==> src/design/wkr_pkg.sv <==
// Purpose: Shared constants of the wakeup receiver register bank
// Assumes: Word registers on a byte-addressed bus, index = adr[7:2]
// Notes:   Offsets are register indices; byte address is four times
package wkr_pkg;
   // ****************************************
   // Register indices
   // ****************************************
   localparam logic [5:0] IDX_PCTL = 6'h20;
   localparam logic [5:0] IDX_AZC  = 6'h21;
   localparam logic [5:0] IDX_STAT = 6'h24;
   localparam logic [5:0] IDX_RXB  = 6'h25;
   localparam logic [5:0] IDX_IDL  = 6'h26;
   localparam logic [5:0] IDX_IDH  = 6'h27;
   localparam logic [5:0] IDX_EVS  = 6'h28;
   localparam logic [5:0] IDX_EVC  = 6'h29;
   localparam logic [5:0] IDX_EVE  = 6'h2A;

   // ****************************************
   // Field positions
   // ****************************************
   localparam int PCTL_PAGE  = 0;
   localparam int PCTL_MODE  = 1;
   localparam int PCTL_DMODE = 3;
   localparam int PCTL_DRIE  = 4;
   localparam int STAT_RDY   = 7;
   localparam int STAT_IDF   = 4;
   localparam int STAT_OVF   = 3;
   localparam int STAT_FCLR  = 0;
   localparam int EV_BYTE    = 0;
   localparam int EV_IDOK    = 1;
   localparam int EV_DROP    = 2;

   // ****************************************
   // Match modes and reset values
   // ****************************************
   localparam logic [1:0] MM_OFF  = 2'h0;
   localparam logic [1:0] MM_LOW  = 2'h1;
   localparam logic [1:0] MM_HIGH = 2'h2;
   localparam logic [1:0] MM_BOTH = 2'h3;
   localparam logic [7:0] RST_BYTE = 8'h00;
   localparam logic [2:0] RST_AZC  = 3'h0;
   localparam logic [2:0] RST_EV   = 3'h0;
endpackage : wkr_pkg

==> src/design/wkr_asm_if.sv <==
// Purpose: Bit stream in, assembled byte out
// Assumes: One clock domain
// Notes:   done is a one-cycle pulse with byte_val valid
`timescale 1ns/1ps
interface wkr_asm_if;
   logic       bit_valid;
   logic       bit_val;
   logic       clear;
   logic [7:0] byte_val;
   logic       done;

   modport asm_side (input bit_valid, bit_val, clear,
                     output byte_val, done);
   modport ctl_side (output bit_valid, bit_val, clear,
                     input byte_val, done);
endinterface : wkr_asm_if

==> src/design/wkr_byte_asm.sv <==
// Purpose: Serial to byte assembler, first bit lands in bit 7
// Assumes: Bits arrive as single-cycle strobes
// Notes:   clear drops a partial byte at message start
`timescale 1ns/1ps
module wkr_byte_asm (
   // Clock and reset
   input  wire logic clk_i,
   input  wire logic rst_i,
   // Stream
   wkr_asm_if.asm_side a
);
   typedef struct packed {
      logic [7:0] sh;
      logic [2:0] cnt;
      logic [7:0] byte_val;
      logic       done;
   } wkr_asm_s;

   wkr_asm_s st;
   wkr_asm_s next_st;

   always_comb begin
      next_st      = st;
      next_st.done = 1'h0;
      if (a.clear) begin
         next_st.cnt = 3'h0;
      end else if (a.bit_valid) begin
         next_st.sh  = {st.sh[6:0], a.bit_val};
         next_st.cnt = st.cnt + 3'h1;
         if (st.cnt == 3'h7) begin
            next_st.byte_val = {st.sh[6:0], a.bit_val};
            next_st.done     = 1'h1;
         end
      end
   end

   always_ff @(posedge clk_i) begin
      if (rst_i) begin
         st <= '0;
      end else begin
         st <= next_st;
      end
   end

   assign a.byte_val = st.byte_val;
   assign a.done     = st.done;
endmodule : wkr_byte_asm

==> src/design/wkr_regs.sv <==
// Purpose: Wakeup receiver data, ID and autozero register bank
// Assumes: Classic Wishbone slave, one wait state, 8-bit registers
// Notes:   Receiver bits arrive already decoded, one per strobe
`timescale 1ns/1ps
module wkr_regs (
   // Clock and reset
   input  wire logic        clk_i,
   input  wire logic        rst_i,
   // Wishbone slave
   input  wire logic [7:0]  adr_i,
   input  wire logic [31:0] dat_i,
   input  wire logic [3:0]  sel_i,
   input  wire logic        we_i,
   input  wire logic        cyc_i,
   input  wire logic        stb_i,
   output logic      [31:0] dat_o,
   output logic             ack_o,
   // Decoded receiver stream
   input  wire logic        rx_bit_i,
   input  wire logic        rx_bit_valid_i,
   input  wire logic        rx_msg_start_i,
   // Outputs to system and analog
   output logic             irq_o,
   output logic             wake_o,
   output logic      [1:0]  az_seq_o,
   output logic             az_trim_o
);
   // ****************************************
   // State
   // ****************************************
   typedef struct packed {
      logic        ack;
      logic [31:0] dat;
      logic        page;
      logic [1:0]  mode;
      logic        dmode;
      logic        drie;
      logic [2:0]  azc;
      logic [7:0]  rx_byte;
      logic [7:0]  id_lo;
      logic [7:0]  id_hi;
      logic [7:0]  rx_hi;
      logic        rdy;
      logic        ovf;
      logic        idf;
      logic [1:0]  bcnt;
      logic        drop;
      logic [2:0]  evs;
      logic [2:0]  eve;
      logic        irq;
      logic        wake;
   } wkr_regs_s;

   wkr_regs_s   st;
   wkr_regs_s   next_st;
   logic        acc;
   logic        wr;
   logic        rd;
   logic [5:0]  idx;
   logic        rd_clr;
   logic        fclr;
   logic        load;
   logic        id_ok;
   logic        id_bad;
   logic        pg_hit;

   wkr_asm_if asm_bus ();

   // Compare only the bytes that the mode selects
   function automatic logic id_match(input logic [1:0] mode,
                                     input logic [7:0] hi_rx,
                                     input logic [7:0] lo_rx,
                                     input logic [7:0] hi_ref,
                                     input logic [7:0] lo_ref);
      logic hi_eq;
      logic lo_eq;
      hi_eq = (hi_rx == hi_ref);
      lo_eq = (lo_rx == lo_ref);
      case (mode)
         wkr_pkg::MM_LOW:  id_match = lo_eq;
         wkr_pkg::MM_HIGH: id_match = hi_eq;
         wkr_pkg::MM_BOTH: id_match = hi_eq && lo_eq;
         default:          id_match = 1'h1;
      endcase
   endfunction : id_match

   // ****************************************
   // Byte assembler
   // ****************************************
   assign asm_bus.bit_valid = rx_bit_valid_i && st.dmode;
   assign asm_bus.bit_val   = rx_bit_i;
   assign asm_bus.clear     = rx_msg_start_i;

   wkr_byte_asm u_asm (
      .clk_i (clk_i),
      .rst_i (rst_i),
      .a     (asm_bus.asm_side)
   );

   // ****************************************
   // Next state
   // ****************************************
   always_comb begin
      next_st = st;
      acc     = cyc_i && stb_i && !st.ack;
      idx     = adr_i[7:2];
      wr      = acc && we_i && sel_i[0];
      rd      = acc && !we_i;
      pg_hit  = (idx >= wkr_pkg::IDX_STAT) && (idx <= wkr_pkg::IDX_IDH);
      rd_clr  = rd && !st.page && idx == wkr_pkg::IDX_RXB;
      fclr    = wr && !st.page && idx == wkr_pkg::IDX_STAT
                && dat_i[wkr_pkg::STAT_FCLR];
      load    = 1'h0;
      id_ok   = 1'h0;
      id_bad  = 1'h0;
      next_st.ack  = acc;
      next_st.wake = 1'h0;
      next_st.dat  = 32'h0000_0000;

      // Reads; page one hides the page-zero registers
      if (rd && !(st.page && pg_hit)) begin
         case (idx)
            wkr_pkg::IDX_PCTL: next_st.dat[4:0] =
               {st.drie, st.dmode, st.mode, st.page};
            wkr_pkg::IDX_AZC:  next_st.dat[2:0] = st.azc;
            wkr_pkg::IDX_STAT: next_st.dat[7:0] =
               {st.rdy, 2'h0, st.idf, st.ovf, 3'h0};
            wkr_pkg::IDX_RXB:  next_st.dat[7:0] = st.rx_byte;
            wkr_pkg::IDX_IDL:  next_st.dat[7:0] = st.id_lo;
            wkr_pkg::IDX_IDH:  next_st.dat[7:0] = st.id_hi;
            wkr_pkg::IDX_EVS:  next_st.dat[2:0] = st.evs;
            wkr_pkg::IDX_EVE:  next_st.dat[2:0] = st.eve;
            default:           next_st.dat = 32'h0000_0000;
         endcase
      end

      // Writes; the received byte index has no write path
      if (wr && !(st.page && pg_hit)) begin
         case (idx)
            wkr_pkg::IDX_PCTL: begin
               next_st.page  = dat_i[wkr_pkg::PCTL_PAGE];
               next_st.mode  = dat_i[wkr_pkg::PCTL_MODE +: 2];
               next_st.dmode = dat_i[wkr_pkg::PCTL_DMODE];
               next_st.drie  = dat_i[wkr_pkg::PCTL_DRIE];
            end
            wkr_pkg::IDX_AZC: next_st.azc   = dat_i[2:0];
            wkr_pkg::IDX_IDL: next_st.id_lo = dat_i[7:0];
            wkr_pkg::IDX_IDH: next_st.id_hi = dat_i[7:0];
            wkr_pkg::IDX_EVC: next_st.evs   = st.evs & ~dat_i[2:0];
            wkr_pkg::IDX_EVE: next_st.eve   = dat_i[2:0];
            default: ;
         endcase
      end

      // Flag clears come first so a new event below wins
      if (rd_clr) begin
         next_st.rdy = 1'h0;
      end
      if (fclr) begin
         next_st.rdy = 1'h0;
         next_st.ovf = 1'h0;
         next_st.idf = 1'h0;
      end

      // Message framing: first two bytes carry the ID when matching
      if (asm_bus.done && st.dmode) begin
         if (st.mode == wkr_pkg::MM_OFF || st.bcnt == 2'h2) begin
            load = !st.drop;
            if (st.bcnt != 2'h2) begin
               next_st.wake = 1'h1;
               next_st.bcnt = 2'h2;
            end
         end else if (st.bcnt == 2'h0) begin
            next_st.rx_hi = asm_bus.byte_val;
            next_st.bcnt  = 2'h1;
         end else begin
            next_st.bcnt = 2'h2;
            if (id_match(st.mode, st.rx_hi, asm_bus.byte_val,
                         st.id_hi, st.id_lo)) begin
               id_ok = 1'h1;
            end else begin
               id_bad = 1'h1;
            end
         end
      end

      if (id_ok) begin
         next_st.idf             = 1'h1;
         next_st.wake            = 1'h1;
         next_st.evs[wkr_pkg::EV_IDOK] = 1'h1;
      end
      if (id_bad) begin
         next_st.drop            = 1'h1;
         next_st.evs[wkr_pkg::EV_DROP] = 1'h1;
      end

      if (load) begin
         next_st.rx_byte = asm_bus.byte_val;
         next_st.rdy     = 1'h1;
         if (st.rdy && !rd_clr) begin
            next_st.ovf = 1'h1;
         end
         next_st.evs[wkr_pkg::EV_BYTE] = 1'h1;
      end

      // A new message starts with a fresh ID check
      if (rx_msg_start_i) begin
         next_st.bcnt = 2'h0;
         next_st.drop = 1'h0;
      end

      // Overrun deliberately has no interrupt path
      next_st.irq = (next_st.rdy && next_st.drie)
                    || |(next_st.evs & next_st.eve);
   end

   always_ff @(posedge clk_i) begin
      if (rst_i) begin
         st         <= '0;
         st.rx_byte <= wkr_pkg::RST_BYTE;
         st.id_lo   <= wkr_pkg::RST_BYTE;
         st.id_hi   <= wkr_pkg::RST_BYTE;
         st.azc     <= wkr_pkg::RST_AZC;
         st.evs     <= wkr_pkg::RST_EV;
         st.eve     <= wkr_pkg::RST_EV;
      end else begin
         st <= next_st;
      end
   end

   // ****************************************
   // Outputs
   // ****************************************
   assign dat_o     = st.dat;
   assign ack_o     = st.ack;
   assign irq_o     = st.irq;
   assign wake_o    = st.wake;
   assign az_seq_o  = st.azc[1:0];
   assign az_trim_o = st.azc[2];

   // ****************************************
   // Checks
   // ****************************************
   a_load_sets_ready: assert property (@(posedge clk_i) disable iff (rst_i)
      load |=> st.rdy && st.rx_byte == $past(asm_bus.byte_val))
      else $error("byte load did not set ready");

   a_overrun_unread: assert property (@(posedge clk_i) disable iff (rst_i)
      load && st.rdy && !rd_clr |=> st.ovf)
      else $error("overrun not flagged");

   a_write_rx_ignored: assert property (@(posedge clk_i)
      disable iff (rst_i)
      wr && idx == wkr_pkg::IDX_RXB && !load |=> $stable(st.rx_byte)
      && $stable(st.rdy))
      else $error("write changed received byte");

   a_read_clears_ready: assert property (@(posedge clk_i)
      disable iff (rst_i)
      rd_clr && !load ##1 st.ack |-> !st.rdy
      && st.dat[7:0] == $past(st.rx_byte))
      else $error("read did not clear ready");

   a_load_needs_mode: assert property (@(posedge clk_i)
      disable iff (rst_i)
      !st.dmode |=> $stable(st.rx_byte))
      else $error("byte loaded outside data mode");

   a_mismatch_drops: assert property (@(posedge clk_i)
      disable iff (rst_i)
      id_bad && !rx_msg_start_i |=> st.drop && !st.wake
      ##1 !st.wake)
      else $error("mismatched message woke the core");

   a_flag_clear_all: assert property (@(posedge clk_i)
      disable iff (rst_i)
      fclr && !load && !id_ok |=> !st.rdy && !st.ovf && !st.idf)
      else $error("flag clear strobe missed a flag");

   a_irq_follows_ready: assert property (@(posedge clk_i)
      disable iff (rst_i)
      st.rdy && st.drie |-> st.irq)
      else $error("interrupt missing while byte ready");

   a_page_one_guard: assert property (@(posedge clk_i)
      disable iff (rst_i)
      acc && st.page && pg_hit |=> $stable(st.id_lo)
      && $stable(st.id_hi) && st.dat == 32'h0000_0000)
      else $error("page one reached page-zero register");

   a_az_drives_pins: assert property (@(posedge clk_i)
      disable iff (rst_i)
      wr && !st.page && idx == wkr_pkg::IDX_AZC |=>
      {az_trim_o, az_seq_o} == $past(dat_i[2:0]))
      else $error("autozero pins not updated");
endmodule : wkr_regs

==> config.mk <==
export PLATFORM = sky130hd
export DESIGN_NAME = wkr_regs
export DESIGN_NICKNAME = d
export VERILOG_FILES = /design/src/design/wkr_pkg.sv /design/src/design/wkr_asm_if.sv /design/src/design/wkr_byte_asm.sv /design/src/design/wkr_regs.sv
export SDC_FILE = /design/constraint.sdc
export NUM_CORES = 1
export LEC_CHECK = 0
export ABC_AREA = 1
export BUFFER_PORTS_ARGS = -buffer_cell sky130_fd_sc_hd__buf_2
export CAP_MARGIN = 15
export CORE_MARGIN = 4
export CORE_UTILIZATION = 50
export DETAILED_ROUTE_END_ITERATION = 10
export HOLD_SLACK_MARGIN = 0.08
export PLACE_DENSITY = 0.85
export SYNTH_ARGS = -nofsm -noshare
export SYNTH_HDL_FRONTEND = slang
export SYNTH_HIERARCHICAL = 1
export SYNTH_SLANG_ARGS = --single-unit
export TNS_END_PERCENT = 100
==> constraint.sdc <==
create_clock -name clk_i -period 4.2 [get_ports clk_i]
set_input_delay 0.42 -clock clk_i [delete_from_list [all_inputs] [get_ports clk_i]]
set_output_delay 0.42 -clock clk_i [all_outputs]
set_load 0.1 [all_outputs]
==> results.cfg, run 1 <==
[run_status]
status = completed

[worst_setup_path]
cp.required_ns = 4.44
start_kind = flop
cpMaxStageDelayCell = nor2_1
path_delay_family = simple AND/OR/NAND/NOR gates
crit_buf_inv = 1
worstPathArrival_ns = 2.28
rrSetupSlack_ns = 2.17
cp_slowest_stage_delay_ns = 0.58
worstPathMaxFanout = 11
crit_type = reg -> reg
endpoint_kind = flop
path_cells = nand3b_1 -> nor2_4 -> nand2_4 -> nor2_1 -> inv_1 -> o21ai_0 -> a21oi_1

[drt]
totalWireLength_um = 8801
vias_per_cell = 5.131
route.detailed.drc = 0
dr.first_iter.drc_count = 276
num_vias = 3376
drt_pass1_iterations = 6
ant_nets = 0
wire_per_inst_um = 13.38

[finish]
multi_input_area_um2 = 1866
diodes = 0
mostFrequentLayoutCell = nand2_1
mostFrequentLayoutCells = nand2_1, dfxtp_1, nor2_1
area_delta_synth_final_pct = 7.668
fin_nets = 605
num-fill-cells = 722
seqCellArea_um2 = 1642
layout.cells.non_filler = 658
fin_area_um2 = 4269
layout-drive-gt1-share = 0.1583

[synth]
synth-simple-area-share = 0.2673
synth_fa_ha_area_frac = 0.006311
ys_seq_elements = 82
synthMuxAreaShare = 0
synth_xor_area_frac = 0.03092
synth_area_um2 = 3965
syn-mean-instance-area_um2 = 7.439
postSynthCellCount = 533
yosysSeqAreaShare = 0.4140
yosysTopAreaCell = dfxtp_1
synth-warning-count = 6
synth_compound_area_frac = 0.1433
synth_top_family_by_area = simple AND/OR/NAND/NOR gates
yosysUniqueCellTypes = 34
synth_top_area_share = 0.4140
synthTopCellsByArea = dfxtp_1, nand2_1, buf_4

[timing]
fmax_mhz = 491.7
fin_skew_ns = 0.004448
slew_viol_final = 0
hold_viol = 0
worst_pin_slew_ns = 0.8851
grt_setup_unrepaired = false
setup_viol = 0
finalWorstSetupSlack_ns = 2.166
finalSetupTns_ns = 0
finalCritPeriodShare = 0.4843
slew_headroom = 0.4093
finalCriticalPeriod_ns = 2.034

[placement]
dpl.hpwl_um = 6484
dp_cells = 642
numPortBuffers = 36
place_ws_ns = 2.021
placed_cell_area_um2 = 4003
gp_congestion = 0.9020

[die]
die_h_um = 97.05
initial_core_util = 0.5131
die_w_um = 97.05
dieArea_um2 = 9419
ios = 90
core_um2 = 7727
num_rows = 32

[global_routing]
grt_pass1_wl_um = 14460
grt-ovfl-total = 0
grt_pass1_vias = 3131
grt_max_degree = 36
grt_usage = 0.1870
grt_antenna_before_repair = 0

[power]
p_leak_nw = 1.898
p_int_mw = 1.265
p_sw_mw = 0.4142
clockPowerShare = 0.445
seq_power_share = 0.463
comb_power_share = 0.091
switching_share = 0.2467
p_per_area_nw_per_um2 = 393.2
vdd_drop_max_uv = 252.0

[clock_network]
cts-resized-gates = 0
clock_sinks = 82
cts-hold-fix-buffers = 0
h-tree-depth = 3
clk_path_buf_depth = 2
cts_made_buffers = 9
clk-insertion-delay-late_ns = 0.35
cts_setup_buffers = 0
cts_tree = built
root_buffer = clkbuf_8
clk_pin_slew_ns = 0.08

[run]
maxCapViolCount = 0

[hold_path]
hp-class = in -> reg
stage by stage:
step	hold WS [ns]	utilization	total power [mW]
after CTS	0.2683	0.5525	1.687
final	0.2858	0.5525	1.679
after global placement	0.4377	0.5180	0.9473
after floorplan	0.4270	-	0.9433
after detailed placement	0.4507	0.5180	0.9484
after global routing	0.2824	0.5525	1.731
worst min-delay path, stage by stage:
cell and delay, ns:
buf_2 0.09, nand2_1 0.05, nand2_1 0.05
final timing paths:
check | start | end | cells after the start
worst max-delay path | ack_o | st[36] | 7
worst min-delay path | rx_bit_i | u_asm/a.byte_val[0] | 3
worst max register to register | ack_o | st[36] | 7
worst min register to register | u_asm/st[10] | u_asm/st[10] | 2
final cells by class:
class	instances	area share
Sequential cell	82	0.3845
Inverter	50	0.04396
Timing Repair Buffer	36	0.04220
Tap cell	102	0.02989
Clock inverter	5	0.02931
Clock buffer	11	0.03312
Multi-Input combinational cell	372	0.4370
Yosys cell counts:
cell and n:
nor2_4 7, o21ai_2 1, inv_2 9, xnor2_1 14, inv_1 39, nand3_1 23
dfxtp_1 82, nand2_2 3, nand4_4 1, nand2_1 100, buf_4 42, o41ai_1 1
nor3_1 2, clkbuf_1 4, or2_2 1, nand3_2 2, nor2_8 2, o21ai_0 46
nor2_2 5, a221oi_1 6, nand3b_1 1, o31ai_2 2, clkinv_1 2, o21ai_1 3
buf_2 3, nand2_4 3, a31oi_1 2, buf_1 3, a21oi_1 43, nand4_1 1
nor2_1 76, ha_1 2, conb_1 1, nor3_2 1
sequential cells by signal (all words and copies together), names as in the netlist, 2 cells and up:
register,flops
st,49
u_asm/st,10
dat_o,8
u_asm/a.byte_val,8
az_seq_o,2
layer usage:
layer,wire length (µm),track usage,share of wire,vias up
met1,3650,0.2224,0.41,1538
met3,580,0.04451,0.066,18
met2,4354,0.3232,0.49,136
li1,-,-,-,1684
met5,0,0,0,-
met4,215,0.07559,0.024,0
kinds of logic (layout without fill, tap and decap cells):
group                    Yosys count  count (layout)
AO/OA/AOI/OAI                    104             104
XOR/XNOR                          14              14
adder cells (fa/ha/maj)            2               2
buffers and inverters            102             102
flip-flops                        82              82
other                              1              24
AND/OR/NAND/NOR                  228             228
power by group through the flow:
stage / registers, mW / logic [mW] / clock network [mW]
CTS: 0.778 / 0.153 / 0.757
floorplan: 0.799 / 0.144 / 0
global route: 0.778 / 0.161 / 0.793
finish: 0.778 / 0.154 / 0.748
global placement: 0.796 / 0.151 / 0
detailed placement: 0.796 / 0.152 / 0
No activity file was read; power rests on OpenSTA's default activity.
==> inputs of run 2 (changes only) <==
==> constraint.sdc (replaced) <==
create_clock -name clk_i -period 2.05 [get_ports clk_i]
set_input_delay 0.205 -clock clk_i [delete_from_list [all_inputs] [get_ports clk_i]]
set_output_delay 0.205 -clock clk_i [all_outputs]
set_load 0.1 [all_outputs]
==> run 2 against run 1 <==
  * Via count is 0.80% lower
  * Die area stayed put
  * Critical endpoint unchanged
  * Critical path depth unchanged
  * Count of clock-buffer cells in the layout grew 1
  * Hold slack got worse by 0.20 ns
==> results.cfg, run 2 (synthesized netlist as in run 1, its figures left out) <==
[power]
p_per_area_nw_per_um2 = 782.9
seq_power_share = 0.474
p_leak_nw = 1.912
comb_power_share = 0.095
p_total_mw = 3.363
p_sw_mw = 0.8573
clockPowerShare = 0.431
p_int_mw = 2.506
switching_share = 0.2549
vdd_drop_max_uv = 415.5

[finish]
largest_reg_flops = 49
mostFrequentLayoutCell = nand2_1
top_regs = st x49, u_asm/st x10
area_delta_synth_final_pct = 8.331
fin_nets = 610
regMostFlops = st
utilization = 0.5559
fin_area_um2 = 4295
num-fill-cells = 714
layout.cells.non_filler = 663
mostFrequentLayoutCells = nand2_1, dfxtp_1, nor2_1
diodes = 0
layout-drive-gt1-share = 0.1640

[timing]
whs_ns = 0.08434
fin_skew_ns = 0.01014
finalSetupTns_ns = 0
finalCriticalPeriod_ns = 1.664
fmax_mhz = 601.0
hold_viol = 0
grt_setup_unrepaired = false
setup_viol = 0
finalWorstSetupSlack_ns = 0.3862
finalCritPeriodShare = 0.8116
slew_viol_final = 0

[global_routing]
grt_antenna_before_repair = 0
grt_pass1_wl_um = 14590
grt-ovfl-total = 0
grt_pass1_vias = 3190
grt_usage = 0.1866
grt_max_degree = 35

[clock_network]
cts-resized-gates = 0
clk-insertion-delay-late_ns = 0.36
root_buffer = clkbuf_8
clk_path_buf_depth = 2
clk_pin_slew_ns = 0.09
cts_tree = built
h-tree-depth = 3
cts_made_buffers = 9
clock_sinks = 82
cts_setup_buffers = 0

[hold_path]
min_to = st[37]
hp-start = dat_i[7]
hp-class = in -> reg
holdPathStages = 3

[drt]
drt_pass1_iterations = 5
dr.first_iter.drc_count = 268
wire_per_inst_um = 13.19
vias_per_cell = 5.051
route.detailed.drc = 0
ant_nets = 0
totalWireLength_um = 8742
num_vias = 3349

[die]
num_rows = 32
initial_core_util = 0.5131
die_w_um = 97.05
die_h_um = 97.05
core_um2 = 7727
ios = 90
dieArea_um2 = 9419

[worst_setup_path]
rrSetupSlack_ns = 0.39
crit_type = reg -> reg
reg2reg_depth = 7
worstPathArrival_ns = 1.92
cp.required_ns = 2.30
endpoint_kind = flop
worstReg2RegStart = ack_o
worstPathMaxFanout = 7
start_kind = flop
reg2reg_to = st[36]

[run]
maxCapViolCount = 0

[placement]
placed_cell_area_um2 = 4033
place_ws_ns = 0.3760
dp_cells = 646
dpl.hpwl_um = 6493
numPortBuffers = 36
gp_congestion = 0.9064

[run_status]
status = completed
## run 2: cell types whose count changed in the layout (fill, tap and decap cells not counted)
cell,change
buf_4,+4
bufinv_16,-1
clkbuf_8,+1
clkinv_2,-1
clkinvlp_4,+1
dlygate4sd3_1,+1
## run 2: power groups by stage
| stage | Clock [mW] | Combinational [mW] | Sequential (mW) |
|---|---|---|---|
| 2_1_floorplan | 0 | 0.296 | 1.64 |
| 3_3_place_gp | 0 | 0.312 | 1.63 |
| 3_5_place_dp | 0 | 0.314 | 1.63 |
| 4_1_cts | 1.46 | 0.316 | 1.59 |
| 5_1_grt | 1.54 | 0.333 | 1.59 |
| 6_report | 1.45 | 0.319 | 1.59 |
## run 2: layout make-up
cell class | count | area (µm²) | share of cell area
multi-input cells | 372 | 1866 | 0.4343
flip-flops and latches | 82 | 1642 | 0.3822
repair buffers | 41 | 220.2 | 0.05127
inverters | 50 | 187.7 | 0.04369
clock buffers | 12 | 155.1 | 0.03612
well taps | 102 | 127.6 | 0.02971
clock inverters | 4 | 97.59 | 0.02272
## run 2: how the worst max path moves through the flow
| stage | startpoint | endpoint | slack [ns] | depth (start not counted) |
|---|---|---|---|---|
| CTS | ack_o | st[36] | 0.39 | 7 |
| global placement | adr_i[2] | irq_o | 0.40 | 13 |
| floorplan | ack_o | irq_o | 0.07 | 12 |
| finish | ack_o | st[36] | 0.39 | 7 |
| detailed placement | adr_i[2] | irq_o | 0.38 | 13 |
| global route | ack_o | st[36] | 0.22 | 7 |
## run 2: layer usage
| metal | vias up | GRT usage | wire length (µm) |
|---|---|---|---|
| li1 | 1702 | - | - |
| met1 | 1521 | 0.2340 | 3717 |
| met2 | 104 | 0.3148 | 4292 |
| met3 | 22 | 0.03805 | 559 |
| met4 | 0 | 0.07235 | 173 |
| met5 | - | 0 | 0 |
## run 2: worst max-delay path, stage by stage, from the launching register on
cell and delay, ns:
dfxtp_1 0.31, nand3b_1 0.22, nor2_4 0.17, nand2_4 0.16, nor2_1 0.28, inv_1 0.17, o21ai_0 0.18, a21oi_1 0.05
## run 2: timing repair
action,CTS,global route
hold endpoints to repair,1,0
hold buffers,1,0
setup endpoints to repair,0,0
